### src/common/asb_params.svh
// Register map, field positions, reset values and limits of the sample buffer sequencer.
// Assumes a 32-bit AXI4-Lite register bus with one aligned word per register.
`ifndef ASB_PARAMS_SVH
`define ASB_PARAMS_SVH

// ==========================================================
// Register byte offsets
`define ASB_OFF_CTRL 8'h00
`define ASB_OFF_CFG 8'h04
`define ASB_OFF_LEN 8'h08
`define ASB_OFF_BASE 8'h0C
`define ASB_OFF_STAT 8'h10
`define ASB_OFF_POS 8'h14

// ==========================================================
// Field positions
`define ASB_CTRL_START 0
`define ASB_CTRL_STOP 1
`define ASB_CTRL_CONV_DIS 2
`define ASB_CFG_RANGE 0
`define ASB_CFG_WRAP 1
`define ASB_CFG_TSEL_LO 2
`define ASB_CFG_IRQ_LO 5
`define ASB_CFG_MASK_LO 8
`define ASB_STAT_HALF 0
`define ASB_STAT_FULL 1
`define ASB_STAT_OVF 2

// ==========================================================
// Reset values and limits
`define ASB_CFG_RST 16'h0000
`define ASB_LEN_RST 16'h0001
`define ASB_BASE_RST 16'h0000
`define ASB_LEN_MAX 16'h07FF
`define ASB_POS_FULL 11'h7FF
`define ASB_TSEL_MAX 3'h4
`define ASB_RESP_OKAY 2'h0
`define ASB_RESP_SLVERR 2'h2

`endif

### src/common/asb_pkg.sv
// Types shared by the sample buffer sequencer.
// Assumes nothing beyond the parameter header.
package asb_pkg;

  typedef enum logic [2:0] {
    ASB_IDLE = 3'b001,
    ASB_WAIT = 3'b010,
    ASB_CONV = 3'b100
  } asb_state_t;

  typedef struct packed {
    asb_state_t st;
    logic [15:0] cfg;
    logic [15:0] len;
    logic [15:0] base;
    logic [10:0] pos;
    logic [2:0] sticky;
    logic ok;
    logic fail;
    logic [7:0] round;
    logic [2:0] ch;
    logic adc_start;
    logic adc_halt;
    logic ram_we;
    logic [15:0] ram_addr;
    logic [15:0] ram_wdata;
    logic [2:0] evt;
    logic aw_v;
    logic [7:0] aw_a;
    logic w_v;
    logic [31:0] w_d;
    logic [3:0] w_s;
    logic awready;
    logic wready;
    logic bvalid;
    logic [1:0] bresp;
    logic arready;
    logic rvalid;
    logic [31:0] rdata;
    logic [1:0] rresp;
  } asb_regs_t;

endpackage

### src/hw/asb_top.sv
// Sample buffer sequencer: timer-paced converter rounds stored as 16-bit words in RAM.
// Assumes a converter that answers each start with one done pulse, and RAM that takes a write every cycle.
// Function
// Each 10-bit result is stored to RAM as one 16-bit word, hardware only.
// Conversion rounds are triggered by one selectable timer, numbers zero to four.
// Software configures and starts the chosen timer in repeat mode beforehand.
// Every trigger converts each selected source once, writing each result.
// Order in a round: external inputs ascending, then temperature, then supply.
// Buffer length is 1 to 2047 samples; software keeps it in range.
// With wrap enabled, writing continues at the first location after the last.
// With wrap disabled, conversions stop once the buffer is filled.
// Half-full, full and overflow events are individually selectable interrupt conditions.
// Software enables at least one interrupt condition when starting.
// Start reports success or failure; invalid configuration fails and starts nothing.
// Input range selects full scale of reference or twice reference.
// Stop command ends sampling at any time, the only end with wrap.
// Software reads the next write position as a sample count.
// When full, position reads 2047 without wrap and 0 with wrap.
// Converter disable halts continuous or accumulating conversions.
// A result occupies the low 10 bits of its 16-bit word.
// Half-full fires when position reaches half the length; full at last write.
// Overflow fires when a sample arrives while full without wrap; it is dropped.
// The six upper bits of every stored word are zero.
//
// The address map and register access over AXI4-Lite were left to the implementer.
`timescale 1ns/10ps
`include "asb_params.svh"

module asb_top
  import asb_pkg::*;
(
  input wire logic REF_CLK, // 10 MHz clock
  input wire logic RST, // Synchronous reset, high
  input wire logic CE, // Clock enable, freezes all state when low
  input wire logic [4:0] TMR_TICK, // Timer trigger pulses, one per timer
  input wire logic ADC_DONE, // Converter result valid pulse
  input wire logic [9:0] ADC_RESULT, // Converter result
  output logic ADC_START, // Start one conversion
  output logic [2:0] ADC_CH, // Source being converted
  output logic ADC_RANGE, // Input range select
  output logic ADC_HALT, // Converter disable pulse
  output logic RAM_WE, // RAM write strobe
  output logic [15:0] RAM_ADDR, // RAM byte address
  output logic [15:0] RAM_WDATA, // RAM write word
  output logic EVT_HALF, // Half-full event, when selected
  output logic EVT_FULL, // Full event, when selected
  output logic EVT_OVF, // Overflow event, when selected
  input wire logic [7:0] AWADDR, // AXI write address
  input wire logic AWVALID, // AXI write address valid
  output logic AWREADY, // AXI write address ready
  input wire logic [31:0] WDATA, // AXI write data
  input wire logic [3:0] WSTRB, // AXI write strobes
  input wire logic WVALID, // AXI write data valid
  output logic WREADY, // AXI write data ready
  output logic [1:0] BRESP, // AXI write response
  output logic BVALID, // AXI write response valid
  input wire logic BREADY, // AXI write response ready
  input wire logic [7:0] ARADDR, // AXI read address
  input wire logic ARVALID, // AXI read address valid
  output logic ARREADY, // AXI read address ready
  output logic [31:0] RDATA, // AXI read data
  output logic [1:0] RRESP, // AXI read response
  output logic RVALID, // AXI read valid
  input wire logic RREADY // AXI read ready
);

  // ==========================================================
  // Helpers
  function automatic logic [2:0] lowest(input logic [7:0] m);
    logic [2:0] r;
    r = 3'h0;
    for (int i = 7; i >= 0; i--) begin
      if (m[i]) begin
        r = 3'(i);
      end
    end
    return r;
  endfunction

  function automatic logic [15:0] wmerge(input logic [15:0] old, input logic [31:0] d, input logic [3:0] s);
    logic [15:0] r;
    r = old;
    if (s[0]) begin
      r[7:0] = d[7:0];
    end
    if (s[1]) begin
      r[15:8] = d[15:8];
    end
    return r;
  endfunction

  asb_regs_t s_q, s_d;
  logic start_w, stop_w, dis_w, cfg_ok, last, trig;
  logic [7:0] rem;
  logic [10:0] pos_n;
  logic [2:0] ev;
  logic [15:0] ctrl_w;

  // Tied to configuration so a start can be judged before anything moves
  assign cfg_ok = (s_q.len != 16'h0000) && (s_q.len <= `ASB_LEN_MAX)
    && (s_q.cfg[`ASB_CFG_TSEL_LO +: 3] <= `ASB_TSEL_MAX)
    && (s_q.cfg[`ASB_CFG_MASK_LO +: 8] != 8'h00) && (s_q.cfg[`ASB_CFG_IRQ_LO +: 3] != 3'h0);
  // A selector rewritten past the last timer while running must not index beyond the tick bus
  assign trig = (s_q.cfg[`ASB_CFG_TSEL_LO +: 3] <= `ASB_TSEL_MAX)
    ? TMR_TICK[s_q.cfg[`ASB_CFG_TSEL_LO +: 3]] : 1'b0;
  assign last = ({5'h00, s_q.pos} == (s_q.len - 16'h0001));
  assign rem = s_q.round & ~(8'h01 << s_q.ch);
  assign pos_n = s_q.pos + 11'h001;

  // ==========================================================
  // Next state
  always_comb begin
    s_d = s_q;
    s_d.adc_start = 1'b0;
    s_d.adc_halt = 1'b0;
    s_d.ram_we = 1'b0;
    s_d.evt = 3'h0;
    ev = 3'h0;
    ctrl_w = 16'h0000;
    start_w = 1'b0;
    stop_w = 1'b0;
    dis_w = 1'b0;

    // Write channel: address and data held until both are in
    if (s_q.awready && AWVALID) begin
      s_d.aw_v = 1'b1;
      s_d.aw_a = AWADDR;
    end
    if (s_q.wready && WVALID) begin
      s_d.w_v = 1'b1;
      s_d.w_d = WDATA;
      s_d.w_s = WSTRB;
    end
    if (s_q.bvalid && BREADY) begin
      s_d.bvalid = 1'b0;
    end
    if (s_q.aw_v && s_q.w_v && !s_q.bvalid) begin
      s_d.aw_v = 1'b0;
      s_d.w_v = 1'b0;
      s_d.bvalid = 1'b1;
      s_d.bresp = `ASB_RESP_OKAY;
      case (s_q.aw_a)
        `ASB_OFF_CTRL: begin
          ctrl_w = wmerge(16'h0000, s_q.w_d, s_q.w_s);
          start_w = ctrl_w[`ASB_CTRL_START];
          stop_w = ctrl_w[`ASB_CTRL_STOP];
          dis_w = ctrl_w[`ASB_CTRL_CONV_DIS];
        end
        `ASB_OFF_CFG: s_d.cfg = wmerge(s_q.cfg, s_q.w_d, s_q.w_s);
        `ASB_OFF_LEN: s_d.len = wmerge(s_q.len, s_q.w_d, s_q.w_s);
        `ASB_OFF_BASE: s_d.base = wmerge(s_q.base, s_q.w_d, s_q.w_s);
        `ASB_OFF_STAT: begin
          if (s_q.w_s[0]) begin
            s_d.sticky = s_q.sticky & ~s_q.w_d[2:0];
          end
        end
        `ASB_OFF_POS: s_d.bresp = `ASB_RESP_OKAY;
        default: s_d.bresp = `ASB_RESP_SLVERR;
      endcase
    end

    // Read channel
    if (s_q.rvalid && RREADY) begin
      s_d.rvalid = 1'b0;
    end
    if (s_q.arready && ARVALID) begin
      s_d.rvalid = 1'b1;
      s_d.rresp = `ASB_RESP_OKAY;
      case (ARADDR)
        `ASB_OFF_CTRL: s_d.rdata = {29'h0, s_q.fail, s_q.ok, s_q.st != ASB_IDLE};
        `ASB_OFF_CFG: s_d.rdata = {16'h0, s_q.cfg};
        `ASB_OFF_LEN: s_d.rdata = {16'h0, s_q.len};
        `ASB_OFF_BASE: s_d.rdata = {16'h0, s_q.base};
        `ASB_OFF_STAT: s_d.rdata = {29'h0, s_q.sticky};
        `ASB_OFF_POS: s_d.rdata = {21'h0, s_q.pos};
        default: begin
          s_d.rdata = 32'h0;
          s_d.rresp = `ASB_RESP_SLVERR;
        end
      endcase
    end

    // ==========================================================
    // Commands
    if (dis_w) begin
      s_d.adc_halt = 1'b1;
    end
    if (start_w) begin
      if (s_q.st == ASB_IDLE && cfg_ok) begin
        s_d.st = ASB_WAIT;
        s_d.pos = 11'h000;
        s_d.ok = 1'b1;
        s_d.fail = 1'b0;
      end else begin
        s_d.ok = 1'b0;
        s_d.fail = 1'b1;
      end
    end

    // ==========================================================
    // Sequencer
    case (s_q.st)
      ASB_IDLE: begin
        s_d.round = 8'h00;
      end
      ASB_WAIT: begin
        // Triggers arriving mid-round are dropped; the timer must leave room for a whole round
        if (trig) begin
          s_d.round = s_q.cfg[`ASB_CFG_MASK_LO +: 8];
          s_d.ch = lowest(s_q.cfg[`ASB_CFG_MASK_LO +: 8]);
          s_d.adc_start = 1'b1;
          s_d.st = ASB_CONV;
        end
      end
      ASB_CONV: begin
        if (ADC_DONE) begin
          s_d.ram_we = 1'b1;
          s_d.ram_addr = s_q.base + {4'h0, s_q.pos, 1'b0};
          s_d.ram_wdata = {6'h00, ADC_RESULT};
          s_d.round = rem;
          if (last) begin
            ev[`ASB_STAT_FULL] = 1'b1;
            if (s_q.cfg[`ASB_CFG_WRAP]) begin
              s_d.pos = 11'h000;
            end else begin
              s_d.pos = `ASB_POS_FULL;
              s_d.st = ASB_IDLE;
              ev[`ASB_STAT_OVF] = (rem != 8'h00);
            end
          end else begin
            s_d.pos = pos_n;
            ev[`ASB_STAT_HALF] = ({5'h00, pos_n} == (s_q.len >> 1));
          end
          if (s_d.st == ASB_CONV) begin
            if (rem != 8'h00) begin
              s_d.ch = lowest(rem);
              s_d.adc_start = 1'b1;
            end else begin
              s_d.st = ASB_WAIT;
            end
          end
        end
      end
      default: s_d.st = ASB_IDLE;
    endcase
    if (stop_w) begin
      s_d.st = ASB_IDLE;
    end

    // Set wins over a clear in the same cycle
    s_d.sticky = s_d.sticky | ev;
    s_d.evt = ev & s_q.cfg[`ASB_CFG_IRQ_LO +: 3];
    s_d.awready = !s_d.aw_v && !s_d.bvalid;
    s_d.wready = !s_d.w_v && !s_d.bvalid;
    s_d.arready = !s_d.rvalid;
  end

  // ==========================================================
  // State register
  always_ff @(posedge REF_CLK) begin
    if (RST) begin
      s_q <= '0;
      s_q.st <= ASB_IDLE;
      s_q.cfg <= `ASB_CFG_RST;
      s_q.len <= `ASB_LEN_RST;
      s_q.base <= `ASB_BASE_RST;
      s_q.bresp <= `ASB_RESP_OKAY;
      s_q.rresp <= `ASB_RESP_OKAY;
    end else if (CE) begin
      s_q <= s_d;
    end
  end

  assign ADC_START = s_q.adc_start;
  assign ADC_CH = s_q.ch;
  assign ADC_RANGE = s_q.cfg[`ASB_CFG_RANGE];
  assign ADC_HALT = s_q.adc_halt;
  assign RAM_WE = s_q.ram_we;
  assign RAM_ADDR = s_q.ram_addr;
  assign RAM_WDATA = s_q.ram_wdata;
  assign EVT_HALF = s_q.evt[`ASB_STAT_HALF];
  assign EVT_FULL = s_q.evt[`ASB_STAT_FULL];
  assign EVT_OVF = s_q.evt[`ASB_STAT_OVF];
  assign AWREADY = s_q.awready;
  assign WREADY = s_q.wready;
  assign BVALID = s_q.bvalid;
  assign BRESP = s_q.bresp;
  assign ARREADY = s_q.arready;
  assign RVALID = s_q.rvalid;
  assign RDATA = s_q.rdata;
  assign RRESP = s_q.rresp;
endmodule

### config.mk
export PLATFORM = sky130hd
export DESIGN_NAME = asb_top
export DESIGN_NICKNAME = d
export VERILOG_FILES = /design/src/common/asb_pkg.sv /design/src/hw/asb_top.sv
export VERILOG_INCLUDE_DIRS = /design/src /design/src/common
export SDC_FILE = /design/constraint.sdc
export NUM_CORES = 1
export LEC_CHECK = 0
export BUFFER_PORTS_ARGS = -buffer_cell sky130_fd_sc_hd__buf_2
export CAP_MARGIN = 20
export CELL_PAD_IN_SITES_DETAIL_PLACEMENT = 0
export CELL_PAD_IN_SITES_GLOBAL_PLACEMENT = 1
export CORE_UTILIZATION = 35
export CTS_BUF_LIST = sky130_fd_sc_hd__clkbuf_8
export DETAILED_ROUTE_END_ITERATION = 10
export MAX_ROUTING_LAYER = met4
export PLACE_DENSITY = 0.8
export REMOVE_ABC_BUFFERS = 1
export SLEW_MARGIN = 10
export SYNTH_ARGS = -nofsm -noshare
export SYNTH_HDL_FRONTEND = slang
export SYNTH_SLANG_ARGS = --single-unit
### constraint.sdc
create_clock -name REF_CLK -period 3.34 [get_ports REF_CLK]
set_clock_uncertainty 0.2 [all_clocks]
set_input_delay 0 -clock REF_CLK [delete_from_list [all_inputs] [get_ports REF_CLK]]
set_output_delay 0 -clock REF_CLK [all_outputs]
set_load 0.01 [all_outputs]
Word level (Yosys, flattened, before mapping)
Cells that the tools add are included.
{ "word_totals": {"out_inout_bits": 83, "word_cells": 182, "ff_bits": 197, "inputBits": 76} }
{ "classes": {"reduce_logical": 43, "eq_ne": 21, "shift": 1, "mux": 73, "order_cmp": 3, "n_bitwise": 6, "add_sub_neg": 3} }
{ "op_table": {"columns": ["operator", "n"], "rows": [
  ["$mux 3", 34],
  ["$pmux 16 s6", 1],
  ["$mux 11", 6],
  ["$mux 33", 2],
  ["$mux 37", 1],
  ["$mux 35", 1],
  ["$eq 8x4->1 const B", 4],
  ["$eq 8x5->1 const B", 4],
  ["$reduce_and 4->1", 7],
  ["$mux 12", 2],
  ["$pmux 8 s3", 1],
  ["$add 16x12->16", 1],
  ["$eq 11x16->1", 1],
  ["$eq 8x3->1 const B", 2],
  ["$le 16x11->1 const B", 1],
  ["$logic_not 8->1", 2],
  ["$reduce_bool 16->1", 1],
  ["$reduce_bool 8->1", 2],
  ["$sub 16x1->16 const B", 1],
  ["$eq 11x15->1", 1],
  ["$mux 1", 15],
  ["$logic_and 1x1->1", 14],
  ["$reduce_or 6->1", 2],
  ["$add 11x1->11 const B", 1],
  ["other kinds (25)", 43]
]} }

Logic depth before layout (Yosys ltp)
Gate-level depths: netlist (run 1).
{ "depth": {"word_depth": 17, "mapped_depth": 10, "depth_no_buf": 10} }

Least setup slack after synthesis (run 1)
No wires, ideal clock.
{ "synth_path": {"path_kind": "register to register", "startpoint": "register s_q[168] (netlist bit)", "endpoint": "register s_q[150] (netlist bit)", "path_slack_ns": 0.405, "required_ns": 3.049, "path_stages_with_launch": 11, "synth_period_minus_slack_ns": 2.935, "setup_time_ns": 0.091, "path_buffers": 1, "arrival_time_ns": 2.644, "path_cell_list": "dfxtp_1 > inv_1 > ha_1 > or3b_4 > o311a_1 > a311o_1 > and4_4 > and4b_1 > buf_6 > or3_1 > a311oi_1"} }
{ "synth_between": {"elab_chain_cells": 10, "word_cells_on_any_way": 14, "classes_between": "1 x add/sub; 1 x order compare; 1 x eq/ne; 5 x mux; 6 x reduce/logical"} }
{ "synth_lines": {"columns": ["item", "line", "text"], "rows": [
  ["from (decl)", "asb_top.sv:92", "asb_regs_t s_q, s_d;"],
  ["$le 16x11->1 (no line) / $reduce_bool 16->1 (equally long branches)", null, null],
  ["$logic_and 1x1->1 (4 in a row)", "asb_top.sv:100", "assign cfg_ok = (s_q.len != 16'h0000) && (s_q.len <= `ASB_LEN_MAX)"],
  ["$logic_and 1x1->1", "asb_top.sv:189", "if (s_q.st == ASB_IDLE && cfg_ok) begin"],
  ["$mux 11", "asb_top.sv:189", null],
  ["$mux 11", "asb_top.sv:188", "if (start_w) begin"],
  ["$mux 11", "asb_top.sv:216", "if (ADC_DONE) begin"],
  ["$mux 11 (*)", "asb_top.sv:202", "case (s_q.st)"]
]} }
Mark *: on every way between the ends. The rest lies on a longest branch, timed or not.
A chain may end at the register's enable or synchronous reset.

Worst setup path in the final report (run 1)
{ "layout_path": {"startpoint": "register s_q[169] (netlist bit)", "endpoint": "register s_q[150] (netlist bit)"} }
Same word-level chain as after synthesis.

==> results of run 1 <==
-- sequential cells by signal (all words and copies together), names as in the netlist, 3 cells and up --
signal / cells
s_q: 102
RAM_ADDR: 16
RDATA: 16
ADC_CH: 3
RAM_WDATA: 10
-- worst max-delay path, delay by kind of cell, from the launching register on --
family	cells	cell delay, ns
flops	1	0.37
buf+inv	1	0.11
fa+ha+maj	1	0.21
compound gates	3	0.87
simple gates	4	1.28
-- layout make-up --
cell class	count	area, µm²	area share, %
multi-input cells	836	4960	45.2
flip-flops and latches	161	3220	29.3
clock buffers	17	234	2.13
clock inverters	15	193	1.75
inverters	27	101	0.923
well taps	330	413	3.76
repair buffers	252	1860	16.9
-- power by group through the flow --
stage | clock network [mW] | logic, mW | registers [mW]
6_report | 1.57 | 0.333 | 1.97
5_1_grt | 1.70 | 0.365 | 1.97
4_1_cts | 1.60 | 0.329 | 1.97
3_5_place_dp | 0 | 0.270 | 2.01
3_3_place_gp | 0 | 0.268 | 2.01
2_1_floorplan | 0 | 0.124 | 2.00
-- layer usage --
metal | GRT usage [%] | vias up | routed length, µm
met1 | 26.7 | 3962 | 12200
li1 | - | 4225 | -
met4 | 10.3 | 0 | 987
met5 | - | - | 0
met3 | 3.49 | 47 | 1260
met2 | 33.8 | 254 | 12700
-- final timing paths --
path / from / to / slack [ns]
setup reg to reg: s_q[169] / s_q[150] / 0.21
hold / removal: ARADDR[6] / RDATA[3] / 0.05
hold reg to reg: RAM_ADDR[8] / RAM_ADDR[8] / 0.25
setup / recovery: s_q[169] / s_q[150] / 0.21
-- through the flow --
step	hold slack [ns]	utilization, %
after floorplan	-0.131	-
after global placement	0.0422	38.0
after detailed placement	0.0481	38.0
after CTS	0.0185	43.5
after global routing	0.120	43.5
final	0.0549	43.5
-- repair_timing --
item,in CTS,in global routing
hold buffers,96,0
hold endpoints to repair,91,0
buffers inserted,0,0
-- synth_stat cells, types with 5 or more instances --
cell type	n
clkbuf_1	65
nand4_1	10
nand2_1	159
nor2b_1	5
a21oi_1	89
a22oi_1	26
inv_1	27
and3_1	15
and4_1	5
mux2_2	7
o31ai_1	7
nor4_1	11
xnor2_1	24
dfxtp_1	161
a311oi_1	7
xor2_1	17
ha_1	14
nor3_1	25
or3_1	8
buf_4	71
nor2_1	125
a31oi_1	8
nor3b_1	8
mux2i_1	54
o21ai_0	55
or4_1	5
o21a_1	5
a21o_1	11
a211oi_1	18
nand3_1	29
-- cell families after synthesis --
family	synth area share [%]
AOI/OAI and AO/OA	18.2
adders and majority gates	2.16
and+or+nand+nor	22.3
xor gates and xnor gates	3.98
muxes	7.36
DFF	35.7
buffers and inverters	10.3
other	0.0415
-- cells in the final DEF (no fill, tap or decap), types with 17 or more instances in the layout --
cell type | Yosys | final
a211oi_1 | 18 | 18
a21oi_1 | 89 | 89
a22oi_1 | 26 | 26
buf_2 | 2 | 115
buf_4 | 71 | 40
clkbuf_8 | 0 | 17
conb_1 | 1 | 24
dfxtp_1 | 161 | 161
dlygate4sd3_1 | 0 | 96
inv_1 | 27 | 30
mux2i_1 | 54 | 54
nand2_1 | 159 | 159
nand3_1 | 29 | 29
nor2_1 | 125 | 124
nor3_1 | 25 | 25
o21ai_0 | 55 | 55
xnor2_1 | 24 | 24
xor2_1 | 17 | 17
==> key figures, run 1 <==
Synth
  • Post-synth EDFFs: 0
  • Cell Area, Synth: around 0.009 mm²
  • Ys Warns: 0
  • Largest cells by area after synthesis: dfxtp_1 36%, nand2_1 6.6%, mux2i_1 6.0%, buf_4 5.9%, nor2_1 5.2%
  • Synth cell types: 70
  • Syn_area_per_cell: about 8 µm²
  • Area leader, netlist: dfxtp_1
  • Synth top area share: a little over a third
  • Synthesized instance count: between 1k and 1.5k
  • Most used DFF post-synth: dfxtp_1
  • Seq/Total Area, Yosys: 35.7%
  • Synth Register Bits: between 150 and 200
  • Post-synth ARST share: 0%

Worst setup path
  • Worst EP arrival: 3.31 ns
  • Crit end category: register
  • Worst Path Required: roughly 3.5 ns
  • Crit path launch type: register
  • Crit-path cells: inv_1, ha_1, or3b_4, o311a_1, a311o_1, and4_4, and4b_1, or3_1, a311oi_1
  • R2r worst-path depth: 9
  • Critical Path Fanout Max: 9
  • Slowest cell on crit path: or3b_4
  • Crit Path Class: register to register
  • Highest cell delay on the worst timing path: between 0.4 and 0.5 ns

GRT
  • First-pass GRT wire length: about 43,000 µm
  • Initial antenna violation count: 0
  • Vias in the first global route: about 8k
  • Tot GR Track Use: between 20 and 25%
  • GRT overflow: 0
  • Largest net degree at the start of global routing: just under 100

Placement
  • Placed Instances: approximately 1.5k
  • Dpl ws: about 0.26 ns
  • Port bufs: between 100 and 150
  • Dpl cell area: roughly 0.0096 mm²
  • DP HPWL: between 15,000 and 20,000 µm
  • Routability cong.: 0.946

Detailed routing
  • Drt total wl: around 27,000 µm
  • Antenna Nets Post-Route: 0
  • Post-route DRC: 0
  • Vias post-DR: roughly 8.5k
  • Mean number of vias per cell: between 5 and 6
  • Drt initial violations: 580
  • Routed len/inst: approximately 17 µm
  • Drt first pass iters: 5

Cells and area
  • Layout cells sized above 1: about 15%
  • Fillers: 2,551
  • Fin cells: roughly 1.6k
  • Area grow syn2layout: 21.7%
  • Nets: 1,386
  • Antenna Cells: 0
  • Finished Cell Area: 0.0110 mm²

STA
  • Fmax: ~320 MHz
  • Period minus WS final: 3.13 ns
  • Final setup margin: around 0.21 ns
  • Slew @ Worst Pin: between 0.9 and 1 ns
  • Hold Vio Cnt, Final: 0
  • RSZ-0062 raised after global routing: no
  • Max-slew violations: 0
  • Final period util: 93.8%
  • Final setup vio count: 0
  • Relative slew margins: slightly below 40%
  • Setup tns final: 0 ns

Power
  • Sequential power share: 50.8%
  • Tot Pwr: between 3 and 4 mW
  • Cell internal pwr: approximately 2.9 mW
  • Leak: 4.53 nW
  • Clock share of power: 40.6%
  • Switch Pwr: 0.973 mW
  • VDD IR-drop max: 0.222 mV
  • Switching share of power: roughly a quarter
  • Power per cell area: between 300 and 400 mW/mm²
  • Comb pwr share: 8.6%

Job
  • Maxcap violations: 0

Worst hold path
  • Hold crit path type: input port to register
  • WHS Path Cells: 7

CTS
  • CTS root buf: clkbuf_8
  • CTS Buf Count: 17
  • CTS tree: yes
  • Resize count post-CTS: 0
  • Clock-pin slew on the worst setup and hold paths: roughly 0.090 ns
  • H-tree Lvls: 4
  • Clock Latency Late Sink: 0.47 ns
  • Clock tree sinks: around 160
  • Bufs on Longest Clock Path: 2

Floorplan
  • Die X: around 160 µm
  • IO Count: around 160
  • Initial core utilization: a little over a third
  • Die area: around 0.026 mm²
  • Die H: approximately 160 µm
  • Placeable Area: 0.0253 mm²
  • Std cell rows: 58

Run status
  • Outcome: finished, final reports clean
(Power assumes the default switching activity.)
==> inputs of run 2 (changes only) <==
ABC_AREA = 1   (was not set)
PLACE_DENSITY = 0.82   (was 0.8)
==> run 2 against run 1 <==
  * Sequential cell count stayed put
  * Synthesized cell count is 15% higher
  * Die area is 0.29% higher
  * Clock power is 18% lower
  * Design area is 4.1% lower
  * Power is 5.0% lower
  * Combinational power is 21% higher
  * Global-route usage is 0.87 points higher
  * Sequential power hardly changed
==> key figures, run 2 <==
Run status
  • Outcome: finished, final reports clean

STA
  • Hold Vio Cnt, Final: 0
  • Final setup margin: roughly 0.27 ns
  • Period minus WS final: between 3 and 4 ns
  • RSZ-0062 raised after global routing: no
  • Fmax: between 300 and 400 MHz
  • Slew @ Worst Pin: 0.901 ns
  • Relative slew margins: between 30% and 40%
  • Max-slew violations: 0
  • Final period util: between 90% and 100%
  • Final setup vio count: 0

Cells and area
  • Area of the multi-input gates: between 0.004 and 0.005 mm²
  • Antenna Cells: 0
  • Finished Core Util: between 40% and 50%
  • Most common cell after layout, fill and taps aside: nand2_1
  • Finished Cell Area: 0.0105 mm²
  • FF+latch area: 0.00322 mm²
  • Biggest register: s_q
  • Nets: between 1.5k and 2k
  • Fin cells: 1,780
  • Commonest cells after routing, fill and taps aside: 237 x nand2_1, 161 x dfxtp_1, 150 x inv_1
  • Fillers: 2,690
  • Area grow syn2layout: 16.3%
  • Max FFs per register: roughly 100
  • Layout cells sized above 1: a little over an eighth

Floorplan
  • Std cell rows: 58
  • Placeable Area: between 0.02 and 0.03 mm²
  • IO Count: around 160
  • Initial core utilization: a little over a third
  • Die area: around 0.027 mm²
  • Die H: 163 µm
  • Die X: around 160 µm

Detailed routing
  • Vias post-DR: slightly below 9k
  • Antenna Nets Post-Route: 0
  • Mean number of vias per cell: 5.03
  • Drt first pass iters: 5
  • Drt total wl: around 28,000 µm
  • Post-route DRC: 0
  • Drt initial violations: 526
  • Routed len/inst: ~16 µm

Synth
  • Synth top area share: between 30% and 40%
  • Ys Warns: 0
  • Post-synth EDFFs: 0
  • Area leader, netlist: dfxtp_1
  • Most frequent cells after synthesis: 237 x nand2_1, 161 x dfxtp_1, 150 x inv_1
  • Largest cells by area after synthesis: dfxtp_1 36%, nand2_1 9.8%, o21ai_0 8.0%, a21oi_1 7.8%, inv_1 6.2%
  • Post-synth ARST share: 0%
  • Synthesized instance count: between 1k and 1.5k
  • Syn_area_per_cell: a little under 7 µm²
  • Seq/Total Area, Yosys: ~36%
  • Synth cell types: 46
  • Most used DFF post-synth: dfxtp_1
  • Synth Register Bits: roughly 160
  • Most frequent cell after synthesis: nand2_1
  • Cell Area, Synth: 0.00906 mm²

Worst setup path
  • Reg2reg end: s_q[201]
  • Crit path launch type: register
  • R2r worst-path depth: 17
  • Worst EP arrival: approximately 3.2 ns
  • Crit-path cells: inv_1, ha_1, inv_1, nand2_1, nand3_1, nand2_1, nor2_2, nand3_1, nor2_1, nand2_1, nor2_4, nand3_4, nand3_1, nand3_1, nand2_1, a21oi_1, dlygate4sd3_1
  • Slowest cell on crit path: dlygate4sd3_1
  • Crit Path Class: register to register
  • Flop2flop setup slack: approximately 0.27 ns
  • Crit end category: register
  • CP bufs+invs: 3
  • Highest cell delay on the worst timing path: between 0.5 and 0.6 ns
  • Worst Path Required: 3.49 ns
  • Critical Path Fanout Max: 6
  • Crit Reg-Reg Startpoint: s_q[168]
  • Cell family with most CP delay: simple AND/OR/NAND/NOR gates

Worst hold path
  • Worst Hold Path EP: RDATA[1]
  • Hold crit path type: input port to register
  • Hold path start: ARADDR[2]
  • WHS Path Cells: 6

CTS
  • Clock-pin slew on the worst setup and hold paths: ~0.08 ns
  • CTS Buf Count: 17
  • Clock Latency Late Sink: 0.46 ns
  • H-tree Lvls: 4
  • Clock tree sinks: about 160
  • Bufs on Longest Clock Path: 2
  • CTS tree: yes
  • CTS root buf: clkbuf_8

Placement
  • DP HPWL: roughly 21,000 µm
  • Routability cong.: 0.934
  • Dpl ws: ~0.59 ns
  • Placed Instances: ~1.7k
  • Port bufs: 116
  • Dpl cell area: ~0.0095 mm²

Job
  • Maxcap violations: 0

Power
  • VDD IR-drop max: 0.218 mV
  • Leak: about 4.5 nW
  • Power per cell area: 349 mW/mm²

GRT
  • First-pass GRT wire length: 44,600 µm
  • Largest net degree at the start of global routing: 64
  • Tot GR Track Use: around 22%
  • Initial antenna violation count: 0
  • Vias in the first global route: 8,466
  • GRT overflow: 0
## run 2: cell count changes after synthesis, moves of 11 or more
cell	before	now
a21oi_1	89	142
nand3_1	29	59
o22ai_1	3	23
a22oi_1	26	0
clkbuf_1	65	34
nand2_1	159	237
and3_1	15	0
xnor2_1	24	7
inv_1	27	150
a21o_1	11	0
a211oi_1	18	2
mux2i_1	54	0
o21ai_0	55	144
## run 2: cells by family (layout without fill, tap and decap cells)
| group | Yosys count | count (layout) | share of synthesized area (%) |
|---|---|---|---|
| AOI/OAI and AO/OA | 351 | 351 | 21.1 |
| xor gates and xnor gates | 27 | 27 | 2.69 |
| adders and majority gates | 15 | 15 | 2.16 |
| buffers and inverters | 277 | 386 | 14.8 |
| DFF | 161 | 161 | 35.6 |
| other | 1 | 24 | 0.0414 |
| and+or+nand+nor | 486 | 486 | 23.7 |
## run 2: report_power, final
part | switching, mW | internal [mW] | leakage [nW] | total [mW]
logic | 0.236 | 0.166 | 3.04 | 0.402
registers | 0.0445 | 1.95 | 1.30 | 1.99
clock network | 0.744 | 0.538 | 0.168 | 1.28
total | 1.02 | 2.65 | 4.51 | 3.68
## run 2: metrics by stage
step / setup TNS [ns] / total power [mW] / hold WS [ns]
2_1_floorplan: -1.34 / 2.23 / -0.133
3_3_place_gp: 0 / 2.37 / 0.0220
3_5_place_dp: 0 / 2.37 / 0.0282
4_1_cts: 0 / 3.70 / 0.0385
5_1_grt: 0 / 3.82 / 0.0849
6_report: 0 / 3.68 / 0.0569
## run 2: cell type report
class                   count  share of cell area [%]
clock buffers              19                    2.48
repair buffers            199                    13.2
clock inverters            10                   0.630
well taps                 330                    3.92
flip-flops and latches    161                    30.6
inverters                 158                    5.63
multi-input cells         903                    43.5
## run 2: repair_timing
item	CTS	global route
setup buffers	0	0
hold endpoints to repair	88	0
gates resized for setup	0	1
hold buffers	70	0
endpoints found under the setup margin	0	1
## run 2: layer usage
| metal | GRT usage (%) | vias to the layer above | share of wire, % |
|---|---|---|---|
| met5 | - | - | 0 |
| met4 | 7.14 | 0 | 2.3 |
| met3 | 3.13 | 42 | 4.6 |
| met2 | 36.6 | 257 | 47 |
| met1 | 28.2 | 4143 | 46 |
| li1 | - | 4511 | - |
## run 2: worst max path at each step
stage          startpoint     endpoint  slack (ns)  depth (start not counted)
2_1_floorplan    s_q[200]  RAM_ADDR[4]       -0.13                          6
3_3_place_gp     s_q[200]     EVT_HALF        0.61                          9
3_5_place_dp     s_q[168]     s_q[149]        0.59                         15
4_1_cts          s_q[168]     s_q[201]        0.23                         17
5_1_grt          s_q[168]     s_q[201]        0.04                         17
6_report         s_q[168]     s_q[201]        0.27                         17
## run 2: tightest hold or removal path: stages
cell and delay (ns):
buf_2 0.12, inv_1 0.05, nand2_1 0.08, nor3_1 0.07, a211oi_1 0.26, a21oi_1 0.09
==> inputs of run 3 (changes only) <==
--- a/config.mk
+++ b/config.mk
@@ -17,4 +17,5 @@
 export MAX_ROUTING_LAYER = met4
 export PLACE_DENSITY = 0.82
+export RECOVER_POWER = 25
 export REMOVE_ABC_BUFFERS = 1
 export SLEW_MARGIN = 10
==> constraint.sdc (replaced) <==
create_clock -name REF_CLK -period 3.34 [get_ports REF_CLK]
set_clock_uncertainty 0.2 [all_clocks]
set_input_delay 0.167 -clock REF_CLK [delete_from_list [all_inputs] [get_ports REF_CLK]]
set_output_delay 0.167 -clock REF_CLK [all_outputs]
set_load 0.01 [all_outputs]
==> run 3 against run 2 <==
  * The flow now finishes with violations (max-capacitance violations, max-slew violations)
  * Design area down 1.7%
  * Power increased by 7.0%
  * Final cell count fell by 0.90%
  * Critical path depth is 2 lower
  * Worst setup slack better by 0.12 ns
  * Core utilization shrank 0.69 points
  * Largest power group unchanged
==> key figures, run 3 (same netlist as run 2, synthesis figures left out) <==
Power
  • Leak: 4.21 nW
  • Cell internal pwr: 2.84 mW
  • Power per cell area: ~380 mW/mm²
  • VDD IR-drop max: around 0.27 mV
  • Comb pwr share: under 10%
  • Clock share of power: around 40%
  • Sequential power share: about half
  • Switching share of power: between 20% and 30%
  • Switch Pwr: roughly 1.1 mW

Cells and area
  • Biggest register: s_q
  • Commonest cells after routing, fill and taps aside: 237 x nand2_1, 161 x dfxtp_1, 149 x inv_1
  • Nets: around 1.5k
  • Area of the multi-input gates: roughly 0.0046 mm²
  • Most common cell after layout, fill and taps aside: nand2_1
  • Layout cells sized above 1: between 10% and 20%
  • Area grow syn2layout: 14.4%
  • Finished Core Util: around 41%
  • FF+latch area: around 0.0032 mm²
  • Fillers: 2,736
  • Finished Cell Area: 0.0104 mm²
  • Max FFs per register: roughly 100
  • Antenna Cells: 0

Placement
  • Routability cong.: 0.915
  • Port bufs: between 100 and 150
  • DP HPWL: 20,900 µm
  • Dpl ws: 0.471 ns
  • Dpl cell area: around 0.0095 mm²

CTS
  • CTS tree: yes
  • Clock tree sinks: between 150 and 200
  • CTS Buf Count: 17
  • H-tree Lvls: 4
  • Bufs on Longest Clock Path: 2
  • Clock-pin slew on the worst setup and hold paths: about 0.090 ns
  • Clock Latency Late Sink: about 0.47 ns
  • CTS root buf: clkbuf_8

Detailed routing
  • Vias post-DR: about 8.8k
  • Drt initial violations: between 600 and 700
  • Mean number of vias per cell: between 5 and 6
  • Drt first pass iters: 6
  • Routed len/inst: approximately 16 µm
  • Drt total wl: roughly 28,000 µm
  • Post-route DRC: 0
  • Antenna Nets Post-Route: 0

STA
  • Final period util: 88.5%
  • Setup tns final: 0 ns
  • Final setup margin: about 0.38 ns
  • Period minus WS final: between 2 and 3 ns
  • Slew @ Worst Pin: approximately 1.5 ns
  • Max-slew violations: 38
  • Final setup vio count: 0
  • RSZ-0062 raised after global routing: no
  • Hold_ws: roughly 0.054 ns
  • Relative slew margins: -3.01%
  • Hold Vio Cnt, Final: 0
  • Fmax: 338 MHz

GRT
  • GRT overflow: 0
  • Initial antenna violation count: 0
  • Largest net degree at the start of global routing: 63
  • First-pass GRT wire length: approximately 44,000 µm
  • Tot GR Track Use: ~22%
  • Vias in the first global route: between 8k and 9k

Worst setup path
  • Critical Path Fanout Max: 11
  • Worst EP arrival: about 3.2 ns
  • Crit end category: register
  • Crit path from: s_q[168]
  • Worst Path Required: about 3.6 ns
  • Crit path launch type: register
  • Crit Path Class: register to register
  • Crit Reg-Reg Startpoint: s_q[168]

Run status
  • Failing checks: max-capacitance violations, max-slew violations
  • Outcome: finished, violations left

Floorplan
  • Die area: 0.0265 mm²
  • Std cell rows: 58
  • Die X: 163 µm
  • IO Count: ~160
  • Placeable Area: 0.0253 mm²
  • Die H: between 150 and 200 µm
  • Initial core utilization: 35.9%

Job
  • Maxcap violations: 1

Worst hold path
  • Hold path start: ARVALID
  • Hold crit path type: input port to register
[run 3: cell types whose count changed in the layout (fill, tap and decap cells not counted), moves of 2 or more]
cell,change
clkbuf_1,+53
buf_2,-52
dlygate4sd3_1,-22
clkinv_2,-3
inv_6,+3
buf_4,+2
bufinv_16,+2
[run 3: metal layers]
layer | routed length (µm) | vias to the layer above | global-route usage, % | share of wire [%]
li1 | - | 4464 | - | -
met1 | 13000 | 4048 | 28.6 | 46
met5 | 0 | - | - | 0
met2 | 13200 | 287 | 36.1 | 47
met4 | 498 | 0 | 5.73 | 1.8
met3 | 1410 | 50 | 3.28 | 5.0
[run 3: power by group through the flow]
| stage | clock [mW] | sequential (mW) | combinational [mW] |
|---|---|---|---|
| floorplan | 0 | 2.02 | 0.207 |
| global placement | 0 | 2.04 | 0.331 |
| detailed placement | 0 | 2.04 | 0.333 |
| CTS | 1.58 | 1.99 | 0.379 |
| global route | 1.67 | 2.00 | 0.425 |
| finish | 1.56 | 2.00 | 0.382 |
[run 3: critical path, cell delays in order (launching register included)]
cell      delay (ns)
dfxtp_1         0.38
inv_1           0.12
ha_1            0.32
inv_1           0.11
nand2_1         0.05
nand3_1         0.09
nand2_1         0.06
nor2_1          0.23
nand2_1         0.08
nor3_1          0.13
nand3b_1        0.11
nor3_2          0.24
nand3_1         0.13
nand2_1         0.41
nor2_1          0.11
nor2_1          0.11
[run 3: layout make-up]
| type | instances | share of cell area, % |
|---|---|---|
| well taps | 330 | 3.99 |
| clock buffers | 20 | 2.66 |
| multi-input cells | 903 | 44.2 |
| flip-flops and latches | 161 | 31.1 |
| repair buffers | 180 | 10.9 |
| clock inverters | 12 | 1.41 |
| inverters | 158 | 5.73 |
[run 3: timing repair]
item,4_1_cts,5_1_grt
setup buffers,0,0
hold buffers,48,0
gates resized for setup,0,0
hold endpoints to repair,44,0
[run 3: path summary, 6_finish.rpt]
check              endpoint  slack (ns)  depth (start not counted)
setup / recovery   s_q[144]        0.38                         15
hold reg to reg     s_q[83]        0.25                          2
hold / removal    RDATA[14]        0.05                          5
setup reg to reg   s_q[144]        0.38                         15
[run 3: per-stage QoR]
step                total power, mW  cells
floorplan                      2.23   1222
global placement               2.37   1684
detailed placement             2.37   1684
CTS                            3.95   1764
global route                   4.09   1764
finish                         3.93   1764
